File: src/rtl/csbx_pkg.sv
// Package of opcodes, flag positions and timing counts for the compare/skip/branch unit
package csbx_pkg;

  // ----------------------------------------------------------------
  // Operation select
  // ----------------------------------------------------------------
  typedef enum logic [3:0] {
    CSBX_OP_NONE,
    CSBX_INDIRECT_CALL_OP,
    CSBX_SUBROUTINE_EXIT_OP,
    CSBX_INTERRUPT_EXIT_OP,
    CSBX_COMPARE_SKIP_EQUAL_OP,
    CSBX_COMPARE_IMMEDIATE_OP,
    CSBX_SKIP_REG_BIT_CLEAR_OP,
    CSBX_SKIP_REG_BIT_SET_OP,
    CSBX_SKIP_IO_BIT_CLEAR_OP,
    CSBX_SKIP_IO_BIT_SET_OP,
    CSBX_BRANCH_FLAG_SET_OP,
    CSBX_BRANCH_FLAG_CLEAR_OP,
    CSBX_BRANCH_NO_CARRY_OP
  } csbx_op_t;

  // ----------------------------------------------------------------
  // Sequencer states
  // ----------------------------------------------------------------
  typedef enum logic [2:0] {
    CSBX_ST_IDLE,
    CSBX_ST_CALL_PUSH,
    CSBX_ST_CALL_WAIT,
    CSBX_ST_RET_POP,
    CSBX_ST_RET_WAIT,
    CSBX_ST_RET_LOAD
  } csbx_state_t;

  // ----------------------------------------------------------------
  // Status flag bit positions
  // ----------------------------------------------------------------
  localparam int CSBX_FLAG_C = 0;
  localparam int CSBX_FLAG_Z = 1;
  localparam int CSBX_FLAG_N = 2;
  localparam int CSBX_FLAG_V = 3;
  localparam int CSBX_FLAG_H = 5;
  localparam int CSBX_FLAG_I = 7;

  // ----------------------------------------------------------------
  // Widths, reset values and program counter steps
  // ----------------------------------------------------------------
  localparam int CSBX_PC_W = 16;
  localparam int CSBX_OFS_W = 7;
  localparam logic [15:0] CSBX_PC_RESET = 16'h0000;
  localparam logic [7:0] CSBX_FLAGS_RESET = 8'h00;
  localparam logic [15:0] CSBX_STEP_ONE = 16'h0001;
  localparam logic [15:0] CSBX_SKIP_SHORT = 16'h0002;
  localparam logic [15:0] CSBX_SKIP_LONG = 16'h0003;
  localparam int CSBX_CALL_CYCLES = 3;
  localparam int CSBX_RET_CYCLES = 4;

endpackage

File: src/rtl/csbx_exec.sv
// Execution unit for indirect call, returns, compares, skips and flag branches
`timescale 1ns/1ns
`default_nettype none

// Contract
// - Indirect call pushes return, loads Z, three cycles
// - Equal registers skip: program counter plus 2/3
// - Compare immediate updates Z N V C H only
// - Register bit clear skips next instruction
// - Register bit set skips next instruction
// - I/O bit clear skips, flags untouched
// - I/O bit set skips, flags untouched
// - Selected flag set branches by offset plus one
// - Selected flag clear branches by offset plus one
// - Carry clear branches by offset plus one
module csbx_exec
  import csbx_pkg::*;
#(
  parameter int PC_W = CSBX_PC_W
) (
  input wire logic clk,
  input wire logic resetn,
  input wire logic op_valid,
  input wire csbx_op_t op_code,
  input wire logic [PC_W-1:0] pc_in,
  input wire logic [7:0] rd_val,
  input wire logic [7:0] rr_val,
  input wire logic [7:0] imm_val,
  input wire logic [7:0] io_val,
  input wire logic [2:0] bit_sel,
  input wire logic [CSBX_OFS_W-1:0] rel_ofs,
  input wire logic next_two_word,
  input wire logic [7:0] status_flags,
  input wire logic [PC_W-1:0] z_ptr,
  input wire logic [PC_W-1:0] stack_data,
  output logic busy_ff,
  output logic done_ff,
  output logic [PC_W-1:0] pc_out_ff,
  output logic flags_we_ff,
  output logic [7:0] flags_out_ff,
  output logic push_req_ff,
  output logic [PC_W-1:0] push_data_ff,
  output logic pop_req_ff
);

  // ----------------------------------------------------------------
  // Decode helpers
  // ----------------------------------------------------------------
  // Skip distance depends on the length of the instruction jumped over
  function automatic logic [PC_W-1:0] skip_step(input logic two_word);
    skip_step = two_word ? PC_W'(CSBX_SKIP_LONG) : PC_W'(CSBX_SKIP_SHORT);
  endfunction

  // ----------------------------------------------------------------
  // Operation classes
  // ----------------------------------------------------------------
  // Call and both returns go through the multi-cycle sequencer
  function automatic logic is_call(input csbx_op_t op);
    is_call = (op == CSBX_INDIRECT_CALL_OP);
  endfunction

  function automatic logic is_return(input csbx_op_t op);
    is_return = (op == CSBX_SUBROUTINE_EXIT_OP) || (op == CSBX_INTERRUPT_EXIT_OP);
  endfunction

  // The empty code is taken but answers nothing
  function automatic logic is_single(input csbx_op_t op);
    is_single = (op != CSBX_OP_NONE) && !is_call(op) && !is_return(op);
  endfunction

  csbx_state_t state_ff;
  logic take_op;
  logic skip_hit;
  logic branch_hit;
  logic [PC_W-1:0] pc_seq;
  logic [PC_W-1:0] pc_rel;
  logic [PC_W-1:0] nxt_pc;
  logic [7:0] cmp_res;
  logic [7:0] nxt_flags;
  logic flags_touch;
  logic call_take;
  logic ret_take;
  logic single_take;
  logic seq_last;
  logic half_borrow;
  logic full_borrow;
  logic sub_ovf;

  assign take_op = op_valid && (state_ff == CSBX_ST_IDLE);
  assign call_take = take_op && is_call(op_code);
  assign ret_take = take_op && is_return(op_code);
  assign single_take = take_op && is_single(op_code);
  // Last cycle of a call or return: the answer leaves and the sequencer frees up
  assign seq_last = (state_ff == CSBX_ST_CALL_WAIT) || (state_ff == CSBX_ST_RET_LOAD);
  assign pc_seq = pc_in + PC_W'(CSBX_STEP_ONE);
  // Offset is sign extended before the add so backward branches wrap correctly
  assign pc_rel = pc_in + PC_W'({{(PC_W-CSBX_OFS_W){rel_ofs[CSBX_OFS_W-1]}}, rel_ofs})
                  + PC_W'(CSBX_STEP_ONE);
  assign cmp_res = rd_val - imm_val;

  // ----------------------------------------------------------------
  // Borrow and overflow of the compare subtraction
  // ----------------------------------------------------------------
  // Borrows out of bits 3 and 7; the compare keeps no difference, only these
  assign half_borrow = (!rd_val[3] && imm_val[3]) || (imm_val[3] && cmp_res[3])
                       || (cmp_res[3] && !rd_val[3]);
  assign full_borrow = (!rd_val[7] && imm_val[7]) || (imm_val[7] && cmp_res[7])
                       || (cmp_res[7] && !rd_val[7]);
  assign sub_ovf = (rd_val[7] && !imm_val[7] && !cmp_res[7])
                   || (!rd_val[7] && imm_val[7] && cmp_res[7]);

  // ----------------------------------------------------------------
  // Condition evaluation
  // ----------------------------------------------------------------
  always_comb begin
    skip_hit = 1'b0;
    branch_hit = 1'b0;
    case (op_code)
      CSBX_COMPARE_SKIP_EQUAL_OP: skip_hit = (rd_val == rr_val);
      CSBX_SKIP_REG_BIT_CLEAR_OP: skip_hit = !rr_val[bit_sel];
      CSBX_SKIP_REG_BIT_SET_OP: skip_hit = rr_val[bit_sel];
      CSBX_SKIP_IO_BIT_CLEAR_OP: skip_hit = !io_val[bit_sel];
      CSBX_SKIP_IO_BIT_SET_OP: skip_hit = io_val[bit_sel];
      CSBX_BRANCH_FLAG_SET_OP: branch_hit = status_flags[bit_sel];
      CSBX_BRANCH_FLAG_CLEAR_OP: branch_hit = !status_flags[bit_sel];
      CSBX_BRANCH_NO_CARRY_OP: branch_hit = !status_flags[CSBX_FLAG_C];
      default: begin
        skip_hit = 1'b0;
        branch_hit = 1'b0;
      end
    endcase
  end

  // ----------------------------------------------------------------
  // Next program counter for single-cycle operations
  // ----------------------------------------------------------------
  always_comb begin
    if (skip_hit) begin
      nxt_pc = pc_in + skip_step(next_two_word);
    end else if (branch_hit) begin
      nxt_pc = pc_rel;
    end else begin
      nxt_pc = pc_seq;
    end
  end

  // ----------------------------------------------------------------
  // Compare flags
  // ----------------------------------------------------------------
  // Only the compare updates flags here; skips and branches leave them alone
  always_comb begin
    nxt_flags = status_flags;
    flags_touch = 1'b0;
    if (op_code == CSBX_COMPARE_IMMEDIATE_OP) begin
      flags_touch = 1'b1;
      nxt_flags[CSBX_FLAG_H] = half_borrow;
      nxt_flags[CSBX_FLAG_V] = sub_ovf;
      nxt_flags[CSBX_FLAG_N] = cmp_res[7];
      nxt_flags[CSBX_FLAG_Z] = (cmp_res == 8'h00);
      nxt_flags[CSBX_FLAG_C] = full_borrow;
    end
  end

  // ----------------------------------------------------------------
  // Sequencer for the multi-cycle operations
  // ----------------------------------------------------------------
  always_ff @(posedge clk) begin
    if (!resetn) begin
      state_ff <= CSBX_ST_IDLE;
    end else begin
      case (state_ff)
        CSBX_ST_IDLE: begin
          if (call_take) begin
            state_ff <= CSBX_ST_CALL_PUSH;
          end else if (ret_take) begin
            state_ff <= CSBX_ST_RET_POP;
          end
        end
        CSBX_ST_CALL_PUSH: state_ff <= CSBX_ST_CALL_WAIT;
        CSBX_ST_CALL_WAIT: state_ff <= CSBX_ST_IDLE;
        CSBX_ST_RET_POP: state_ff <= CSBX_ST_RET_WAIT;
        CSBX_ST_RET_WAIT: state_ff <= CSBX_ST_RET_LOAD;
        CSBX_ST_RET_LOAD: state_ff <= CSBX_ST_IDLE;
        default: state_ff <= CSBX_ST_IDLE;
      endcase
    end
  end

  // ----------------------------------------------------------------
  // Return bookkeeping
  // ----------------------------------------------------------------
  // Operation held so the interrupt return still knows itself after op_code moves on
  logic ret_irq_ff;
  logic [PC_W-1:0] ret_pc_ff;
  logic irq_load;

  // Interrupt return rewrites the flags in its last cycle only
  assign irq_load = (state_ff == CSBX_ST_RET_LOAD) && ret_irq_ff;

  always_ff @(posedge clk) begin
    if (!resetn) begin
      ret_irq_ff <= 1'b0;
    end else if (take_op) begin
      ret_irq_ff <= (op_code == CSBX_INTERRUPT_EXIT_OP);
    end
  end

  // Stack word is sampled a full cycle after the pop request for slow stack memory
  always_ff @(posedge clk) begin
    if (!resetn) begin
      ret_pc_ff <= CSBX_PC_RESET;
    end else if (state_ff == CSBX_ST_RET_WAIT) begin
      ret_pc_ff <= stack_data;
    end
  end

  // ----------------------------------------------------------------
  // Stack requests
  // ----------------------------------------------------------------
  always_ff @(posedge clk) begin
    if (!resetn) begin
      push_req_ff <= 1'b0;
    end else begin
      push_req_ff <= call_take;
    end
  end

  // Return address is the word after the call
  always_ff @(posedge clk) begin
    if (!resetn) begin
      push_data_ff <= CSBX_PC_RESET;
    end else if (call_take) begin
      push_data_ff <= pc_seq;
    end
  end

  always_ff @(posedge clk) begin
    if (!resetn) begin
      pop_req_ff <= 1'b0;
    end else begin
      pop_req_ff <= ret_take;
    end
  end

  // ----------------------------------------------------------------
  // Busy flag
  // ----------------------------------------------------------------
  always_ff @(posedge clk) begin
    if (!resetn) begin
      busy_ff <= 1'b0;
    end else if (take_op) begin
      busy_ff <= call_take || ret_take;
    end else if (seq_last) begin
      busy_ff <= 1'b0;
    end
  end

  // ----------------------------------------------------------------
  // Results
  // ----------------------------------------------------------------
  always_ff @(posedge clk) begin
    if (!resetn) begin
      done_ff <= 1'b0;
    end else begin
      done_ff <= seq_last || single_take;
    end
  end

  // Held between answers so the fetch side may read it late
  always_ff @(posedge clk) begin
    if (!resetn) begin
      pc_out_ff <= CSBX_PC_RESET;
    end else if (state_ff == CSBX_ST_CALL_WAIT) begin
      pc_out_ff <= z_ptr;
    end else if (state_ff == CSBX_ST_RET_LOAD) begin
      pc_out_ff <= ret_pc_ff;
    end else if (single_take) begin
      pc_out_ff <= nxt_pc;
    end
  end

  always_ff @(posedge clk) begin
    if (!resetn) begin
      flags_we_ff <= 1'b0;
    end else begin
      flags_we_ff <= irq_load || (take_op && flags_touch);
    end
  end

  // Skips and branches never raise the write, so their flags stay as they were
  always_ff @(posedge clk) begin
    if (!resetn) begin
      flags_out_ff <= CSBX_FLAGS_RESET;
    end else if (irq_load) begin
      flags_out_ff <= status_flags | (8'h01 << CSBX_FLAG_I);
    end else if (take_op && flags_touch) begin
      flags_out_ff <= nxt_flags;
    end
  end

endmodule // csbx_exec

`default_nettype wire

File: config.mk
export PLATFORM = sky130hd
export DESIGN_NAME = csbx_exec
export DESIGN_NICKNAME = d
export VERILOG_FILES = /design/src/rtl/csbx_pkg.sv /design/src/rtl/csbx_exec.sv
export SDC_FILE = /design/constraint.sdc
export NUM_CORES = 1
export LEC_CHECK = 0
export ABC_AREA = 1
export BUFFER_PORTS_ARGS = -buffer_cell sky130_fd_sc_hd__clkbuf_2
export CAP_MARGIN = 10
export CORE_UTILIZATION = 49
export DETAILED_ROUTE_END_ITERATION = 10
export PLACE_DENSITY = 0.79
export SLEW_MARGIN = 10
export SYNTH_ARGS = -nofsm -noshare
export SYNTH_HDL_FRONTEND = slang
export SYNTH_SLANG_ARGS = --single-unit
export TNS_END_PERCENT = 100
File: constraint.sdc
create_clock -name clk -period 2.3 [get_ports clk]
set_clock_uncertainty 0.1 [all_clocks]
set_input_delay 0.23 -clock clk [delete_from_list [all_inputs] [get_ports clk]]
set_output_delay 0.23 -clock clk [all_outputs]
set_load 0.005 [all_outputs]
After elaboration in Yosys (flattened, before gate mapping)
Cells that the tools add are included.
{"block": "word_totals", "ff_bits": 65, "input_bits": 106, "out_inout_bits": 45, "wordCells": 103}
{"block": "classes", "add_sub_neg": 5, "magnitude_cmp": 1, "n_eq_ne": 19, "muxes": 24, "reduce_logical": 43}
{"cell": "16-bit two-way mux", "n": 5}
{"cell": "16-bit by 1-bit adder with 16-bit output, second input constant", "n": 2}
{"cell": "4-bit == test, second input constant", "n": 5}
{"cell": "1-bit logical AND", "n": 17}
{"cell": "16-bit adder", "n": 1}
{"cell": "16-bit by 2-bit adder with 16-bit output", "n": 1}
{"cell": "4-bit by 3-bit == test with 1-bit output, second input constant", "n": 4}
{"cell": "8-bit two-way mux", "n": 2}
{"cell": "3-bit case mux with 4 select lines", "n": 1}
{"cell": "1-bit logical NOT", "n": 10}
{"cell": "1-bit logical OR", "n": 10}
{"cell": "1-bit binary-select mux with 3-bit select", "n": 3}
{"cell": "4-bit by 2-bit == test with 1-bit output, second input constant", "n": 2}
{"cell": "8-bit == test", "n": 1}
{"cell": "8-bit logical NOT", "n": 1}
{"cell": "1-bit two-way mux", "n": 8}
{"cell": "8-bit subtractor", "n": 1}
{"cell": "3-bit by 2-bit == test with 1-bit output, second input constant", "n": 2}
{"cell": "3-bit == test, second input constant", "n": 2}
{"cell": "3-bit two-way mux", "n": 2}
{"cell": "1-bit case mux with 5 select lines", "n": 1}
{"cell": "4-bit by 1-bit == test with 1-bit output, second input constant", "n": 1}
{"cell": "3-bit by 4-bit less-than comparator with 1-bit output, second input constant", "n": 1}
{"cell": "4-bit two-way mux", "n": 1}
{"cell": "7 further kinds", "n": 8}

Logic depth before layout (Yosys ltp)
{"block": "logic_depth", "ltp_word": 9, "ltp_mapped": 16}

Worst setup path before layout
Ideal clock, no wire load.
{"block": "synth_timing", "kind": "input-to-reg", "from": "input port imm_val[2]", "to": "register flags_out_ff[3]", "setup_ns": 0.123, "t_arrival_ns": 2.156, "path_slack_ns": -0.079, "stages": 13, "path_cell_list": "inv_1 ha_1 nand3_1 nand2_1 a21oi_1 o21bai_1 nand2_1 nand2_1 a21oi_1 fa_1 mux2_2 o21ai_0 o21ai_0"}
{"block": "synth_between", "elab_chain_cells": 7, "word_cells_on_any_way": 8}
{"item": "start: declaration", "line": "csbx_exec.sv:28", "source": "input wire logic [7:0] imm_val,"}
{"item": "8-bit subtractor *", "line": "csbx_exec.sv:99", "source": "assign cmp_res = rd_val - imm_val;"}
{"item": "1-bit logical NOT", "line": "csbx_exec.sv:109", "source": "assign sub_ovf = (rd_val[7] && !imm_val[7] && !cmp_res[7])"}
{"item": "1-bit logical AND", "line": "csbx_exec.sv:109"}
{"item": "1-bit logical OR *", "line": "csbx_exec.sv:110", "source": "|| (!rd_val[7] && imm_val[7] && cmp_res[7]);"}
{"item": "4-bit two-way mux *", "line": "csbx_exec.sv:154", "source": "if (op_code == CSBX_COMPARE_IMMEDIATE_OP) begin"}
{"item": "8-bit two-way mux *", "line": "csbx_exec.sv:296", "source": "end else if (take_op && flags_touch) begin"}
{"item": "8-bit two-way mux *", "line": "csbx_exec.sv:294", "source": "end else if (irq_load) begin"}
{"item": "end signal: assignment", "line": "csbx_exec.sv:295", "source": "flags_out_ff <= status_flags | (8'h01 << CSBX_FLAG_I);"}
{"item": "end signal: assignment", "line": "csbx_exec.sv:297", "source": "flags_out_ff <= nxt_flags;"}
{"item": "end: declaration", "line": "csbx_exec.sv:40", "source": "output logic [7:0] flags_out_ff,"}
Mark *: on every way between the ends. The rest lies on a longest branch, timed or not. The select of a mux whose other input is x is not followed.
A chain may end at the register's enable or synchronous reset.

Worst setup path after layout
Ends and elaborated chain as after synthesis.

==> reports/metrics.yaml <==
status: "completed"
period_share: 0.944
power_density_mw_per_mm2: 591
maxSlewViolCount: 0
synth.distinct_cells: 39
worst-endpoint-required_ps: 2430
fin_util: 0.619
syn2layout_area_growth_pct: 23.6
dpl.hpwl_mm: 13.0
numCtsBuffers: 9
numClockSinks: 65
ys_warn_count: 0
seq_area_frac_synth: 0.240
slowest_stage: "fa_1"
cts-root-buf: "clkbuf_8"
start_util: 0.501
grt_overflow: 0
drt_iter0_markers: 617
endpoint_kind: "register"
ant_nets: 0
cp-start-kind: "primary input"
nets: 1182
grt_pass1_wl_mm: 26.0
cts_setup_buffers: 0
ios: 151
gp_congestion: 0.931
core_area_mm2: 0.0108
setup_viol_count_final: 0
dieArea_mm2: 0.0115
viasPerCell: 5.22
placedCellCount: 1173
drive_above_1_share: 0.230
fill_cells: 1046
vias: 6207
tightest_slew_ps: 772
final.min_clock_period_ps: 2170
ir_drop_uv: 456
final_cells: 1188
cp_common_cell: "a21oi_2"
grt_max_degree: 49
drv_cap: 0
totalPowerFinal_mw: 3.97
syn_nets: 1009
postSynthCellCount: 871
syn_area_per_cell_um2: 6.23
drt_pass1_iterations: 6
insertion_delay_ps: 330
cpPeakStageDelay_ps: 460
crit_fanout: 3
cts.path.max_buffers: 2
io_buffers: 150
max_freq_mhz: 460
rows: 38
worstSetupPathType: "primary input to register"
antenna_found_initial: 0
die_y_um: 107
grt_util_all_layers: 0.283
cts_tree: "done"
diodes: 0
dieWidth_um: 107
ys_seq_elements: 65
final.setup.tns_ps: 0
worst_ep_arrival_time_ps: 2300
path_clk_slew_ps: 70
timing.slew.headroom: 0.485
synth_area_leaders: "dfxtp_1, nand2_1, inv_1"
synth_top_area_cell: "dfxtp_1"
synth_top_area_share: 0.240
wl_per_cell_um: 13.4
p_leak_nw: 3.59
drc: 0
min_path_type: "primary input to register"
finalHoldViolations: 0
wirelength_mm: 16.0
path_cells: "clkbuf_2 > inv_2 > ha_4 > a21oi_2 > nand2_2 > a21oi_2 > o21bai_1 > nand2_1 > nand2_1 > a21oi_2 > fa_1 > mux2_4 > o21ai_1 > o21ai_1"
cts-htree-levels: 3
rsz0062_at_grt: "false"
ff2ff_setup_slack_ps: 270
netlist_area_mm2: 0.00543
grt_pass1_vias: 5482
flip-flops by register name, indices dropped and copies added (netlist names):
signal / cells
busy_ff: 1
done_ff: 1
flags_out_ff: 8
flags_we_ff: 1
pc_out_ff: 16
pop_req_ff: 1
push_data_ff: 16
push_req_ff: 1
ret_irq_ff: 1
ret_pc_ff: 16
state_ff: 3
critical path: cells and delay by family:
family	cells	cell delay [ps]
AO/OA/AOI/OAI	6	710
adder cells (fa/ha/maj)	2	700
buffers and inverters	2	120
multiplexers	1	310
AND/OR/NAND/NOR	3	240
final cells by class:
class,count,area [um2],area share
clock inverter,6,36.3,0.00541
multi-input combinational,655,3560,0.531
tap,140,175,0.0261
sequential,65,1300,0.194
timing repair buffer,187,1040,0.155
clock buffer,9,124,0.0185
inverter,126,473,0.0705
synth_stat cells:
library cell  count
clkinv_1          1
a221oi_1          3
a21oi_2           4
nand3_1          73
o21bai_1          2
clkbuf_1         18
nor2_4            2
buf_2             3
nand3_4           2
buf_6             4
inv_1           124
nor2_2            1
o21ai_1           4
o21ai_0          70
a31oi_1           5
nand2_2           3
nor3_2            2
and2_1            2
a21oi_1          65
dfxtp_1          65
o211ai_2          2
nand4_1          21
a32o_1            1
xnor2_1          14
nand2_1         211
mux2_2            1
nand2_4           2
nand3b_1          5
o21ai_2           1
nor4_1            1
inv_2             1
or2_2             2
fa_1              4
nor2_1           88
nor3_1            5
or2_1             1
ha_1             28
xor2_1           22
nand3_2           8
path summary, 6_finish.rpt:
check	cells past startpoint	from	end
max	14	imm_val[2]	flags_out_ff[3]$_SDFFE_PN0P_
min	3	stack_data[1]	ret_pc_ff[1]$_SDFFE_PN0P_
max reg2reg	8	state_ff[1]$_SDFFE_PN0P_	pc_out_ff[2]$_SDFFE_PN0P_
min reg2reg	1	state_ff[2]$_SDFFE_PN0P_	state_ff[1]$_SDFFE_PN0P_
report_power, final:
group / total (mW) / switching, mW / internal, mW
clock: 0.810 / 0.431 / 0.378
sequential: 1.42 / 0.100 / 1.32
combinational: 1.73 / 1.05 / 0.681
metrics by stage:
step / cell area (um2) / hold slack, ps / setup WS, ps
after global placement: 6540 / 306 / -209
final: 6710 / 31.9 / 128
after CTS: 6700 / 20.5 / 68.6
after floorplan: 5450 / 220 / -24.4
after detailed placement: 6540 / 317 / -280
after global routing: 6710 / 19.2 / 38.8
cells by family after synthesis:
group                    share of synthesized area
AO/OA/AOI/OAI                                0.156
XOR/XNOR                                    0.0581
flip-flops                                   0.240
multiplexers                               0.00207
AND/OR/NAND/NOR                              0.354
buffers and inverters                        0.111
adder cells (fa/ha/maj)                     0.0793
per-layer routing:
metal	GRT usage	vias up	share of wire
met5	0	-	0
met1	0.382	2772	0.46
met4	0.0793	0	0.020
li1	-	3161	-
met2	0.462	246	0.45
met3	0.0472	28	0.075
placed cells by master (no fill, tap or decap), types with 5 or more instances in the layout:
cell type and count:
nand2_1 210, o21ai_1 6, nand3_2 8, nor3_1 5, clkbuf_2 150, nor2_1 88, a21oi_2 7, xor2_1 22
a21oi_1 62, nand3_1 73, a31oi_1 5, inv_1 122, nand4_1 21, xnor2_1 14, dfxtp_1 65, o21ai_0 68
ha_1 26, nand3b_1 5, clkbuf_8 9, buf_4 36
timing repair:
item,in CTS,in global routing
endpoints found under the setup margin,0,1
hold buffers,0,0
resized for setup,0,4
Note: power is estimated with default switching activity, not from simulation.
